==> src/lbcs_pkg.sv <==
// Package with constants and types of the local bus cycle sequencer.
package lbcs_pkg;

  // Cycle status codes driven on bus_cycle_status.
  localparam logic [2:0] LBCS_ST_INTA   = 3'h0;
  localparam logic [2:0] LBCS_ST_IO_RD  = 3'h1;
  localparam logic [2:0] LBCS_ST_IO_WR  = 3'h2;
  localparam logic [2:0] LBCS_ST_HALT   = 3'h3;
  localparam logic [2:0] LBCS_ST_FETCH  = 3'h4;
  localparam logic [2:0] LBCS_ST_MEM_RD = 3'h5;
  localparam logic [2:0] LBCS_ST_MEM_WR = 3'h6;
  localparam logic [2:0] LBCS_ST_IDLE   = 3'h7;

  // Bus geometry.
  localparam int LBCS_DATA_W  = 16;
  localparam int LBCS_ADDR_W  = 20;
  localparam int LBCS_ADDR_HI = 16;
  localparam int LBCS_FIFO_DEPTH = 32;

  // Input clock period, and input clocks per period of the output timing reference.
  localparam int LBCS_CLK_PERIOD_NS = 20;
  localparam int LBCS_REF_DIV       = 2;
  localparam int LBCS_REF_PERIOD_NS = LBCS_CLK_PERIOD_NS * LBCS_REF_DIV;

  // Values after reset.
  localparam logic                   LBCS_PHASE_RST = 1'b0;
  localparam logic [LBCS_DATA_W-1:0] LBCS_DATA_RST  = 16'h0000;
  localparam logic [LBCS_ADDR_W-1:0] LBCS_ADDR_RST  = 20'h00000;
  localparam logic [3:0]             LBCS_AHI_RST   = 4'h0;

  // Bus cycle phases, each lasting whole output clock periods; T1, T2 and T4 last one, T3 one more per wait.
  typedef enum logic [2:0] {
    LBCS_IDLE,
    LBCS_T1,
    LBCS_T2,
    LBCS_T3,
    LBCS_T4,
    LBCS_HOLD
  } lbcs_state_t;

endpackage

==> src/lbcs_fifo.sv <==
// First-word-fall-through FIFO with registered read data.
`timescale 1ns/10ps
module lbcs_fifo #(
  parameter int WIDTH = 16,
  parameter int DEPTH = 32
) (
  // Clock and reset.
  input  wire logic             clock,
  input  wire logic             srst,
  // Filling side.
  input  wire logic             in_valid,
  output logic                  in_ready,
  input  wire logic [WIDTH-1:0] in_data,
  // Draining side.
  output logic                  out_valid,
  input  wire logic             out_ready,
  output logic [WIDTH-1:0]      out_data
);
  localparam int AW = $clog2(DEPTH);

  logic [WIDTH-1:0] mem [DEPTH];
  logic [AW-1:0]    wr_ptr_reg;
  logic [AW-1:0]    rd_ptr_reg;
  logic [AW-1:0]    rd_ptr_next;
  logic [AW:0]      count_reg;
  logic [AW:0]      count_next;
  logic [WIDTH-1:0] out_data_reg;
  wire              push = in_valid && in_ready;
  wire              pop  = out_valid && out_ready;
  wire              bypass = push && (wr_ptr_reg == rd_ptr_next);

  assign in_ready    = (count_reg != (AW+1)'(DEPTH));
  assign out_valid   = (count_reg != '0);
  assign out_data    = out_data_reg;
  assign rd_ptr_next = pop ? rd_ptr_reg + 1'b1 : rd_ptr_reg;
  assign count_next  = count_reg + (AW+1)'(push) - (AW+1)'(pop);

  always_ff @(posedge clock) begin
    if (push) begin
      mem[wr_ptr_reg] <= in_data;
    end
  end

  // The output register looks one word ahead so that a pop sees fresh data next cycle.
  always_ff @(posedge clock) begin
    if (srst) begin
      wr_ptr_reg   <= '0;
      rd_ptr_reg   <= '0;
      count_reg    <= '0;
      out_data_reg <= '0;
    end else begin
      wr_ptr_reg   <= push ? wr_ptr_reg + 1'b1 : wr_ptr_reg;
      rd_ptr_reg   <= rd_ptr_next;
      count_reg    <= count_next;
      out_data_reg <= bypass ? in_data : mem[rd_ptr_next];
    end
  end
endmodule

==> src/lbcs_bus_master.sv <==
// Local bus cycle sequencer: status, address latch, strobes, ready and transceiver control.
//
// Behaviour
// The status pins carry 000 inta, 001 io read, 010 io write, 011 halt, 100 fetch, 101 mem read, 110 mem write, 111 idle.
// A one-clock address latch pulse is given in the address phase of every cycle.
// Upper byte enable is active whenever the cycle moves data on the upper data byte.
// On the wide bus, low address bit and upper enable encode word, even byte, odd byte and refresh.
// On the narrow bus the upper enable pin becomes a refresh indicator, low in refresh cycles.
// While the read strobe is low the addressed device drives the data bus and the block captures it.
// While the write strobe is low the block holds write data on the bus for the device to store.
// The external device asserts ready to end a cycle, and the cycle stays open until it does.
// A cycle flagged to ignore ready ends without waiting for it.
// The transceiver enable is active only in the data phase, never in the address phase.
// The status pins show the type of the cycle being started.
// The output timing reference runs at half the input clock with even duty, and all signalling follows it.
// During a hold grant the data bus and bus control outputs are floated.
// Address and status come first, strobes in the data phase, and status returns to idle after the cycle.
// Ready is sampled once per output clock period in the data phase, each inactive sample adding one wait.
`timescale 1ns/10ps
module lbcs_bus_master #(
  parameter bit NARROW_BUS = 1'b0
) (
  // Clock and reset.
  input  wire logic                             clock,
  input  wire logic                             srst,
  // Cycle requests.
  input  wire logic                             req_valid,
  output logic                                  req_ready,
  input  wire logic [2:0]                       req_status,
  input  wire logic [lbcs_pkg::LBCS_ADDR_W-1:0] req_addr,
  input  wire logic [lbcs_pkg::LBCS_DATA_W-1:0] req_wdata,
  input  wire logic                             req_word,
  input  wire logic                             req_refresh,
  input  wire logic                             req_no_wait,
  // Read data.
  output logic                                  rd_valid,
  input  wire logic                             rd_ready,
  output logic [lbcs_pkg::LBCS_DATA_W-1:0]      rd_data,
  // Bus pins.
  output logic                                  output_timing_reference,
  output logic [2:0]                            bus_cycle_status,
  output logic                                  ale,
  output logic                                  upper_byte_enable_n,
  output logic                                  rd_strobe_n,
  output logic                                  wr_strobe_n,
  output logic                                  transceiver_enable_n,
  output logic [3:0]                            addr_hi,
  output logic [lbcs_pkg::LBCS_DATA_W-1:0]      ad_out,
  output logic                                  ad_oe,
  input  wire logic [lbcs_pkg::LBCS_DATA_W-1:0] ad_in,
  output logic                                  ctrl_oe,
  input  wire logic                             ready_pin,
  input  wire logic                             hold_request,
  output logic                                  bus_release_grant
);
  import lbcs_pkg::*;

  lbcs_state_t            state_reg;
  lbcs_state_t            state_next;
  logic                   phase_reg;
  logic                   ready_s1_reg;
  logic                   ready_s2_reg;
  logic                   hold_s1_reg;
  logic                   hold_s2_reg;
  logic [LBCS_DATA_W-1:0] ad_s1_reg;
  logic [LBCS_DATA_W-1:0] ad_s2_reg;
  logic [2:0]             status_reg;
  logic [LBCS_ADDR_W-1:0] addr_reg;
  logic [LBCS_DATA_W-1:0] wdata_reg;
  logic                   word_reg;
  logic                   refresh_reg;
  logic                   nowait_reg;
  logic                   fifo_in_ready;

  // Every transition falls on the second half of an output clock period.
  wire period_end = phase_reg;
  wire accept     = req_valid && req_ready;
  wire ready_seen = ready_s2_reg || nowait_reg;

  assign req_ready = (state_reg == LBCS_IDLE) && period_end && !hold_s2_reg && fifo_in_ready;

  // The new request steers the pins in the same edge that opens its address phase.
  wire [2:0]             cur_status  = accept ? req_status  : status_reg;
  wire [LBCS_ADDR_W-1:0] cur_addr    = accept ? req_addr    : addr_reg;
  wire [LBCS_DATA_W-1:0] cur_wdata   = accept ? req_wdata   : wdata_reg;
  wire                   cur_word    = accept ? req_word    : word_reg;
  wire                   cur_refresh = accept ? req_refresh : refresh_reg;

  wire cur_write = (cur_status == LBCS_ST_IO_WR) || (cur_status == LBCS_ST_MEM_WR);
  wire cur_read  = (cur_status == LBCS_ST_INTA) || (cur_status == LBCS_ST_IO_RD) ||
                   (cur_status == LBCS_ST_FETCH) || (cur_status == LBCS_ST_MEM_RD);
  wire reg_read  = (status_reg == LBCS_ST_INTA) || (status_reg == LBCS_ST_IO_RD) ||
                   (status_reg == LBCS_ST_FETCH) || (status_reg == LBCS_ST_MEM_RD);

  always_comb begin
    state_next = state_reg;
    unique case (state_reg)
      LBCS_IDLE: begin
        if (period_end && hold_s2_reg) begin
          state_next = LBCS_HOLD;
        end else if (accept) begin
          state_next = LBCS_T1;
        end
      end
      LBCS_T1: begin
        if (period_end) begin
          state_next = LBCS_T2;
        end
      end
      LBCS_T2: begin
        if (period_end) begin
          state_next = LBCS_T3;
        end
      end
      LBCS_T3: begin
        if (period_end && ready_seen) begin
          state_next = LBCS_T4;
        end
      end
      LBCS_T4: begin
        if (period_end) begin
          state_next = LBCS_IDLE;
        end
      end
      LBCS_HOLD: begin
        if (period_end && !hold_s2_reg) begin
          state_next = LBCS_IDLE;
        end
      end
      default: state_next = LBCS_IDLE;
    endcase
  end

  // Pin values for the coming clock, decoded from the next state and phase.
  wire ns_addr   = (state_next == LBCS_T1);
  wire ns_data   = (state_next == LBCS_T2) || (state_next == LBCS_T3);
  wire ns_active = ns_addr || ns_data;
  wire ns_hold   = (state_next == LBCS_HOLD);

  wire       lowest_address_bit = cur_refresh || (cur_addr[0] && !cur_word);
  wire       wide_ube_n         = cur_refresh || !(cur_word || lowest_address_bit);
  wire       refresh_indicator_n = !cur_refresh;
  wire       ube_pin_n  = NARROW_BUS ? refresh_indicator_n : wide_ube_n;
  wire [2:0] status_nx  = ns_active ? cur_status : LBCS_ST_IDLE;
  wire       ale_nx     = ns_addr && phase_reg;
  wire       rd_nx_n    = !(ns_data && cur_read);
  wire       wr_nx_n    = !(ns_data && cur_write);
  wire       xcvr_nx_n  = !(ns_data && (cur_read || cur_write));
  wire       ad_oe_nx   = ns_addr || (ns_data && cur_write);
  wire [LBCS_DATA_W-1:0] ad_nx =
    ns_addr ? {cur_addr[LBCS_DATA_W-1:1], lowest_address_bit} : cur_wdata;
  wire [3:0] ahi_nx = ns_addr ? cur_addr[LBCS_ADDR_W-1:LBCS_ADDR_HI] : LBCS_AHI_RST;

  // Read data sampled through the synchroniser at the close of the last period.
  wire push = (state_reg == LBCS_T4) && period_end && reg_read;

  // Pin inputs are asynchronous to this clock, so each passes two flops first.
  always_ff @(posedge clock) begin
    if (srst) begin
      ready_s1_reg <= 1'b0;
      ready_s2_reg <= 1'b0;
      hold_s1_reg  <= 1'b0;
      hold_s2_reg  <= 1'b0;
      ad_s1_reg    <= LBCS_DATA_RST;
      ad_s2_reg    <= LBCS_DATA_RST;
    end else begin
      ready_s1_reg <= ready_pin;
      ready_s2_reg <= ready_s1_reg;
      hold_s1_reg  <= hold_request;
      hold_s2_reg  <= hold_s1_reg;
      ad_s1_reg    <= ad_in;
      ad_s2_reg    <= ad_s1_reg;
    end
  end

  always_ff @(posedge clock) begin
    if (srst) begin
      state_reg <= LBCS_IDLE;
      phase_reg <= LBCS_PHASE_RST;
    end else begin
      state_reg <= state_next;
      phase_reg <= !phase_reg;
    end
  end

  always_ff @(posedge clock) begin
    if (srst) begin
      status_reg  <= LBCS_ST_IDLE;
      addr_reg    <= LBCS_ADDR_RST;
      wdata_reg   <= LBCS_DATA_RST;
      word_reg    <= 1'b0;
      refresh_reg <= 1'b0;
      nowait_reg  <= 1'b0;
    end else if (accept) begin
      status_reg  <= req_status;
      addr_reg    <= req_addr;
      wdata_reg   <= req_wdata;
      word_reg    <= req_word;
      refresh_reg <= req_refresh;
      nowait_reg  <= req_no_wait;
    end
  end

  always_ff @(posedge clock) begin
    if (srst) begin
      bus_cycle_status     <= LBCS_ST_IDLE;
      ale                  <= 1'b0;
      upper_byte_enable_n  <= 1'b1;
      rd_strobe_n          <= 1'b1;
      wr_strobe_n          <= 1'b1;
      transceiver_enable_n <= 1'b1;
      addr_hi              <= LBCS_AHI_RST;
      ad_out               <= LBCS_DATA_RST;
      ad_oe                <= 1'b0;
      ctrl_oe              <= 1'b1;
      bus_release_grant    <= 1'b0;
    end else begin
      bus_cycle_status     <= status_nx;
      ale                  <= ale_nx;
      upper_byte_enable_n  <= ns_active ? ube_pin_n : 1'b1;
      rd_strobe_n          <= rd_nx_n;
      wr_strobe_n          <= wr_nx_n;
      transceiver_enable_n <= xcvr_nx_n;
      addr_hi              <= ahi_nx;
      ad_out               <= ad_nx;
      ad_oe                <= ad_oe_nx && !ns_hold;
      ctrl_oe              <= !ns_hold;
      bus_release_grant    <= ns_hold;
    end
  end

  assign output_timing_reference = phase_reg;

  // The sequencer only starts a cycle while the FIFO has room, so a push is never refused.
  lbcs_fifo #(
    .WIDTH (LBCS_DATA_W),
    .DEPTH (LBCS_FIFO_DEPTH)
  ) u_fifo (
    .clock     (clock),
    .srst      (srst),
    .in_valid  (push),
    .in_ready  (fifo_in_ready),
    .in_data   (ad_s2_reg),
    .out_valid (rd_valid),
    .out_ready (rd_ready),
    .out_data  (rd_data)
  );
endmodule

==> config.mk <==
export PLATFORM = sky130hd
export DESIGN_NAME = lbcs_bus_master
export DESIGN_NICKNAME = d
export VERILOG_FILES = /design/src/lbcs_pkg.sv /design/src/lbcs_fifo.sv /design/src/lbcs_bus_master.sv
export SDC_FILE = /design/constraint.sdc
export NUM_CORES = 1
export LEC_CHECK = 0
export BUFFER_PORTS_ARGS = -buffer_cell sky130_fd_sc_hd__buf_2
export CORE_AREA = 2 2 308 310
export CTS_CLUSTER_SIZE = 12
export DETAILED_ROUTE_END_ITERATION = 6
export DIE_AREA = 0 0 310 312
export GPL_ROUTABILITY_DRIVEN = 0
export PLACE_DENSITY_LB_ADDON = 0.25
export SLEW_MARGIN = 5
export SYNTH_ARGS = -nofsm -noshare
export SYNTH_HDL_FRONTEND = slang
export SYNTH_SLANG_ARGS = --single-unit
export TNS_END_PERCENT = 100
==> constraint.sdc <==
create_clock -name clock -period 3 [get_ports clock]
set_input_delay 0.45 -clock clock [delete_from_list [all_inputs] [get_ports clock]]
set_output_delay 0.45 -clock clock [all_outputs]
set_load 0.01 [all_outputs]
==> results.md, run 1 <==
- Run status: finished clean
- Overall Global Routing Usage: 0.189
- Crit path capture: u_fifo.out_data[9]$_SDFF_PP0_
- Worst Slack Setup Final: 0.0111 ns
- Slew @ Worst Pin: 1.05 ns
- Dominant synthesized flop cell: sky130_fd_sc_hd__edfxtp_1
- Start of the worst register-to-register path: u_fifo.rd_ptr_reg[1]$_SDFF_PP0_
- Kind of critical path: reg2reg
- Num Clock Sinks: 657
- Worst setup startpoint: u_fifo.rd_ptr_reg[1]$_SDFF_PP0_
- Power consumption: 28.3 mW
- Floorplan die area: 96,700 um2
- Ys async rst share: 0
- Total negative slack: 0 ns
- Register bit total from synthesis: 657
- Non-filler cells, final: 3,435
- Proportion of synthesized chip area in sequential cells: 0.598
- Per-cell routed wire length: 26.7 um
- Data arrival at the endpoint of the critical path: 3.49 ns
- Top routing layer in use: met4
- Vias in the first global route: 19,800
- Final WL: 91,700 um
- R2r endpoint: u_fifo.out_data[9]$_SDFF_PP0_
- Fill cells: 8,547
- Setup repair after global routing missed its margin: true
- Register clock-pin slew on the reported worst setup and hold paths: 0.06 ns
- Cell count after synthesis: 1,935
- Area growth syn-to-layout: 20.6%
- Detailed placer's ending HPWL: 59,000 um
- Share of post-route cells with drive strength above 1: 0.329
- Pin count of the biggest net entering global routing: 124
- Wire length of the first global-routing pass: 135,000 um
- Dpl cells: 3,301
- Worst clock skew on the final layout: 0.0274 ns
- Number of buffers inserted by port buffering: 113
- Final cell area excluding filler cells: 36,800 um2
- Number of hold violations in the final report: 0
- Crit-path slowest cell: sky130_fd_sc_hd__a211oi_1
- Endpoint kind of the worst setup timing path: flip-flop
- Unique cell type count in the Yosys netlist: 68
- DR vias: 19,400
- Setup violators final: 0
- Final nets: 2,206
- Min-Delay Path Class: in2reg
- CTS Root Buffer Type: sky130_fd_sc_hd__clkbuf_16
- R2R depth: 9
- Warning count from the yosys run: 0
- Max-slew violation count: 0
- Longest individual stage delay on the worst path: 0.40 ns
- P_leak: 12.1 nW
- Num CTS Buffers: 73
- Detail Route met3 WL: 5760 um
- Nets in the synthesized netlist: 2,014
- Critical path peak fanout: 33
- Clk Latency, worst-skew pair: 0.64 ns
- Vias/cell: 5.65
- Post-route DRC: 0
- Pre-CTS WS: -0.450 ns
- Endpoint required time on the critical path: 3.50 ns
- Total core area: 93,000 um2
- Maximum number of buffers from clock root to sink: 3
- Die X: 310 um
- Met2 WL post-DR: 44,500 um
- Number of detailed-routing iterations run before antenna repair: 7
- Largest register FFs: 512
- Post-route met1 wirelength: 37,700 um
- Clock tree from TritonCTS: built
- Number of DRC markers in iteration 0: 1,382
- Hold slack final: 0.0370 ns
- Starting density of the core: 0.328
- Cells along the critical path: ha_4 -> buf_12 -> buf_4 -> mux4_2 -> and3_1 -> o32ai_2 -> o2111ai_1 -> a211oi_1 -> a2111oi_2
- Antenna violation net count after detailed routing: 0
- Final period util: 0.996
- Pwr Density: 769 nW/um2
- Largest voltage drop on the vdd net: 0.474 mV
- Shortest period the worst path allows: 2.99 ns
- Post-synthesis cell area: 30,600 um2
- CTS H-tree depth: 3
- Number of synthesized flops with an enable pin: 512
- Number of antenna violations at the first check in global routing: 5
- Final standard cell utilization of the core: 0.396
- # diodes: 0
- Top-Level Pins: 114
- Setup slack, reg-to-reg: 0.01 ns
- Die Height: 312 um
- Highest attainable clock frequency: 0.335 GHz
- Mean post-synth cell area: 15.8 um2
- Standard-cell rows: 112
- Instance area at placement: 34,100 um2
- GR Overflow Total: 0
- Max Cap Violations: 0
- Normalized max-slew margin: 0.299
- CP startpoint kind: flip-flop
-- worst max-delay path, delay by kind of cell (launching register included) --
| family | cells | cell delay, ns |
|---|---|---|
| AO/OA/AOI/OAI | 4 | 1.04 |
| adder cells (fa/ha/maj) | 1 | 0.39 |
| buffers and inverters | 2 | 0.50 |
| flip-flops | 1 | 0.38 |
| multiplexers | 1 | 0.30 |
| AND/OR/NAND/NOR | 1 | 0.20 |
-- cell type report --
class,instances,area (um2),area share
Sequential cell,657,18300,0.496
Tap cell,1254,1570,0.0426
Clock inverter,37,312,0.00845
Inverter,43,164,0.00445
Timing Repair Buffer,290,2710,0.0735
Multi-Input combinational cell,1062,11800,0.322
Clock buffer,92,1960,0.0532
-- logic make-up after synthesis --
kind of cell / after synthesis / share of synthesized area
DFF: 657 / 0.598
AOI/OAI and AO/OA: 351 / 0.0930
muxes: 342 / 0.208
and+or+nand+nor: 341 / 0.0602
buffers and inverters: 216 / 0.0294
adders and majority gates: 15 / 0.00639
xor gates and xnor gates: 13 / 0.00463
-- layer usage --
metal	vias up	GRT usage
met3	157	0.0332
li1	8319	-
met2	728	0.307
met5	-	0
met4	0	0.0785
met1	10200	0.251
-- cells in the mapped netlist (32+ instances only) --
library cell,instances,share of area
sky130_fd_sc_hd__o32ai_1,60,0.017
sky130_fd_sc_hd__buf_2,51,0.0084
sky130_fd_sc_hd__nand2_1,68,0.0084
sky130_fd_sc_hd__a21boi_0,91,0.022
sky130_fd_sc_hd__edfxtp_1,512,0.50
sky130_fd_sc_hd__mux2i_1,107,0.035
sky130_fd_sc_hd__nor2_1,70,0.0086
sky130_fd_sc_hd__nor2b_1,49,0.010
sky130_fd_sc_hd__a211oi_1,32,0.0079
sky130_fd_sc_hd__dfxtp_1,145,0.095
sky130_fd_sc_hd__o2111ai_1,60,0.017
sky130_fd_sc_hd__inv_1,41,0.0050
sky130_fd_sc_hd__mux4_2,235,0.17
sky130_fd_sc_hd__clkbuf_1,106,0.013
sky130_fd_sc_hd__a21oi_1,37,0.0061
sky130_fd_sc_hd__and3_1,92,0.019
-- power by group --
part	internal (mW)	switching, mW	leakage, nW
clock network	4.98	3.68	1.12
logic	4.60	4.86	5.11
registers	9.99	0.233	5.90
-- how the worst min path moves through the flow --
stage,from,endpoint,slack [ns],cells past startpoint
4_1_cts,ad_in[1],ad_s1_reg[1]$_SDFF_PP0_,0.001,2
3_5_place_dp,ad_s1_reg[15]$_SDFF_PP0_,ad_s2_reg[15]$_SDFF_PP0_,0.42,1
5_1_grt,ready_pin,ready_s1_reg$_SDFF_PP0_,0.04,2
2_1_floorplan,ad_s1_reg[0]$_SDFF_PP0_,ad_s2_reg[0]$_SDFF_PP0_,0.41,1
3_3_place_gp,ad_s1_reg[2]$_SDFF_PP0_,ad_s2_reg[2]$_SDFF_PP0_,0.42,1
6_report,ad_in[1],ad_s1_reg[1]$_SDFF_PP0_,0.04,2
-- layout by cell type (no fill, tap or decap), types with 20 or more instances in the layout --
cell type	n
sky130_fd_sc_hd__edfxtp_1	512
sky130_fd_sc_hd__mux4_2	235
sky130_fd_sc_hd__dfxtp_1	143
sky130_fd_sc_hd__buf_2	111
sky130_fd_sc_hd__buf_4	109
sky130_fd_sc_hd__mux2i_1	107
sky130_fd_sc_hd__and3_1	92
sky130_fd_sc_hd__a21boi_0	91
sky130_fd_sc_hd__clkbuf_16	75
sky130_fd_sc_hd__nor2_1	68
sky130_fd_sc_hd__nand2_1	67
sky130_fd_sc_hd__buf_12	61
sky130_fd_sc_hd__o2111ai_1	51
sky130_fd_sc_hd__nor2b_1	49
sky130_fd_sc_hd__inv_1	41
sky130_fd_sc_hd__a21oi_1	36
sky130_fd_sc_hd__o32ai_2	30
sky130_fd_sc_hd__o32ai_1	29
sky130_fd_sc_hd__a211oi_1	20
-- repair_timing --
action | in CTS | in global routing
setup endpoints to repair | 18 | 18
gates resized for setup | 32 | 39
hold buffers | 5 | 0
buffers inserted | 0 | 0
hold endpoints to repair | 5 | 0
pin swaps | 0 | 1
(Power assumes the default switching activity.)
==> inputs of run 2 (changes only) <==
- BUFFER_PORTS_ARGS: -buffer_cell sky130_fd_sc_hd__buf_2 -> -buffer_cell sky130_fd_sc_hd__buf_4
==> results.md, run 2 (synthesis results as in run 1) <==
- Run status: finished clean
- Maximum number of buffers from clock root to sink: 3
- Longest individual stage delay on the worst path: 0.49 ns
- Pre-CTS WS: -0.267 ns
- Number of antenna violations at the first check in global routing: 2
- Clk Latency, worst-skew pair: 0.64 ns
- Register clock-pin slew on the reported worst setup and hold paths: 0.06 ns
- P_leak: 12.4 nW
- Share of post-route cells with drive strength above 1: 0.337
- Starting density of the core: 0.328
- CP Buf/Inv Count: 5
- Die X: 310 um
- Worst clock skew on the final layout: 0.0290 ns
- Critical path peak fanout: 42
- Min-Delay Path Class: in2reg
- Dpl cells: 3,335
- CP startpoint kind: flip-flop
- Total negative slack: 0 ns
- Area growth syn-to-layout: 21.7%
- Antenna violation net count after detailed routing: 0
- Final WL: 91,700 um
- Number of detailed-routing iterations run before antenna repair: 6
- Number of buffers inserted by port buffering: 113
- Standard-cell rows: 112
- CTS Root Buffer Type: sky130_fd_sc_hd__clkbuf_16
- # diodes: 0
- CTS H-tree depth: 3
- Largest voltage drop on the vdd net: 0.416 mV
- Post-route DRC: 0
- Worst Slack Setup Final: 0.0125 ns
- Num CTS Buffers: 75
- Clock tree from TritonCTS: built
- Vias/cell: 5.55
- GR Overflow Total: 0
- Pwr Density: 775 nW/um2
- Normalized max-slew margin: 0.347
- Number of hold violations in the final report: 0
- Most frequent cell on the critical path: sky130_fd_sc_hd__buf_12
- Combined area of the multi-input logic cells: 11,700 um2
- Total core area: 93,000 um2
- Final standard cell utilization of the core: 0.400
- CP delay by family, top: compound AO/OA/AOI/OAI gates
- Top-Level Pins: 114
- Highest attainable clock frequency: 0.335 GHz
- Cells along the critical path: inv_1 -> ha_1 -> and4bb_4 -> inv_4 -> buf_12 -> a311oi_4 -> buf_12 -> buf_4 -> o32ai_1 -> o2111ai_2 -> a211oi_1 -> a2111oi_2
- Vias in the first global route: 20,000
- Shortest period the worst path allows: 2.99 ns
- Final period util: 0.996
- Instance area at placement: 34,400 um2
- Endpoint kind of the worst setup timing path: flip-flop
- Slew @ Worst Pin: 0.977 ns
- Final nets: 2,252
- Top library cells by usage in the layout, fill and taps aside: sky130_fd_sc_hd__edfxtp_1, sky130_fd_sc_hd__buf_4, sky130_fd_sc_hd__mux4_2
- Wire length of the first global-routing pass: 134,000 um
- Num Clock Sinks: 657
- Max-slew violation count: 0
- Crit-path slowest cell: sky130_fd_sc_hd__o32ai_1
- Overall Global Routing Usage: 0.188
- Power consumption: 28.8 mW
- Floorplan die area: 96,700 um2
- Setup violators final: 0
- DR vias: 19,400
- Fill cells: 8,587
- Detailed placer's ending HPWL: 61,100 um
- Data arrival at the endpoint of the critical path: 3.48 ns
- Endpoint required time on the critical path: 3.49 ns
- Pin count of the biggest net entering global routing: 80
- Kind of critical path: reg2reg
- Largest register FFs: 512
- Number of DRC markers in iteration 0: 1,596
- Max Cap Violations: 0
- Non-filler cells, final: 3,489
- Sequential cell area in the final layout: 18,300 um2
- Die Height: 312 um
- Hold slack final: 0.0342 ns
- Final cell area excluding filler cells: 37,200 um2
- Most frequent standard cell in the layout excluding fill and tap cells: sky130_fd_sc_hd__edfxtp_1
- Per-cell routed wire length: 26.3 um
==> run 2: final timing paths <==
check,from,end,slack (ns),cells after the start
max,u_fifo.count_reg[5]$_SDFF_PP0_,u_fifo.out_data[14]$_SDFF_PP0_,0.01,12
min,ad_in[6],ad_s1_reg[6]$_SDFF_PP0_,0.03,2
min reg2reg,ad_s1_reg[0]$_SDFF_PP0_,ad_s2_reg[0]$_SDFF_PP0_,0.43,1
max reg2reg,u_fifo.count_reg[5]$_SDFF_PP0_,u_fifo.out_data[14]$_SDFF_PP0_,0.01,12
==> run 2: layout make-up <==
| type | count | share of cell area |
|---|---|---|
| clock inverters | 36 | 0.00848 |
| inverters | 43 | 0.00441 |
| multi-input cells | 1063 | 0.314 |
| flip-flops and latches | 657 | 0.492 |
| clock buffers | 103 | 0.0563 |
| repair buffers | 333 | 0.0830 |
| well taps | 1254 | 0.0422 |
==> run 2: power by group <==
group / internal, mW / switching [mW]
Sequential: 10.0 / 0.279
Clock: 5.25 / 3.70
Combinational: 4.76 / 4.83
==> run 2: what timing repair did <==
| item | CTS | global route |
|---|---|---|
| resized for setup | 14 | 35 |
| buffers inserted | 0 | 8 |
| hold endpoints to repair | 4 | 0 |
| endpoints found under the setup margin | 15 | 359 |
| pin swaps | 0 | 9 |
| gates cloned | 0 | 3 |
| hold buffers | 4 | 0 |
==> run 2: layer usage <==
| metal | global-route usage | routed length, um | part of all wire |
|---|---|---|---|
| met1 | 0.240 | 37300 | 0.41 |
| met2 | 0.312 | 44900 | 0.49 |
| met3 | 0.0458 | 6110 | 0.067 |
| met4 | 0.0680 | 3420 | 0.037 |
| met5 | 0 | 13 | 0.00014 |
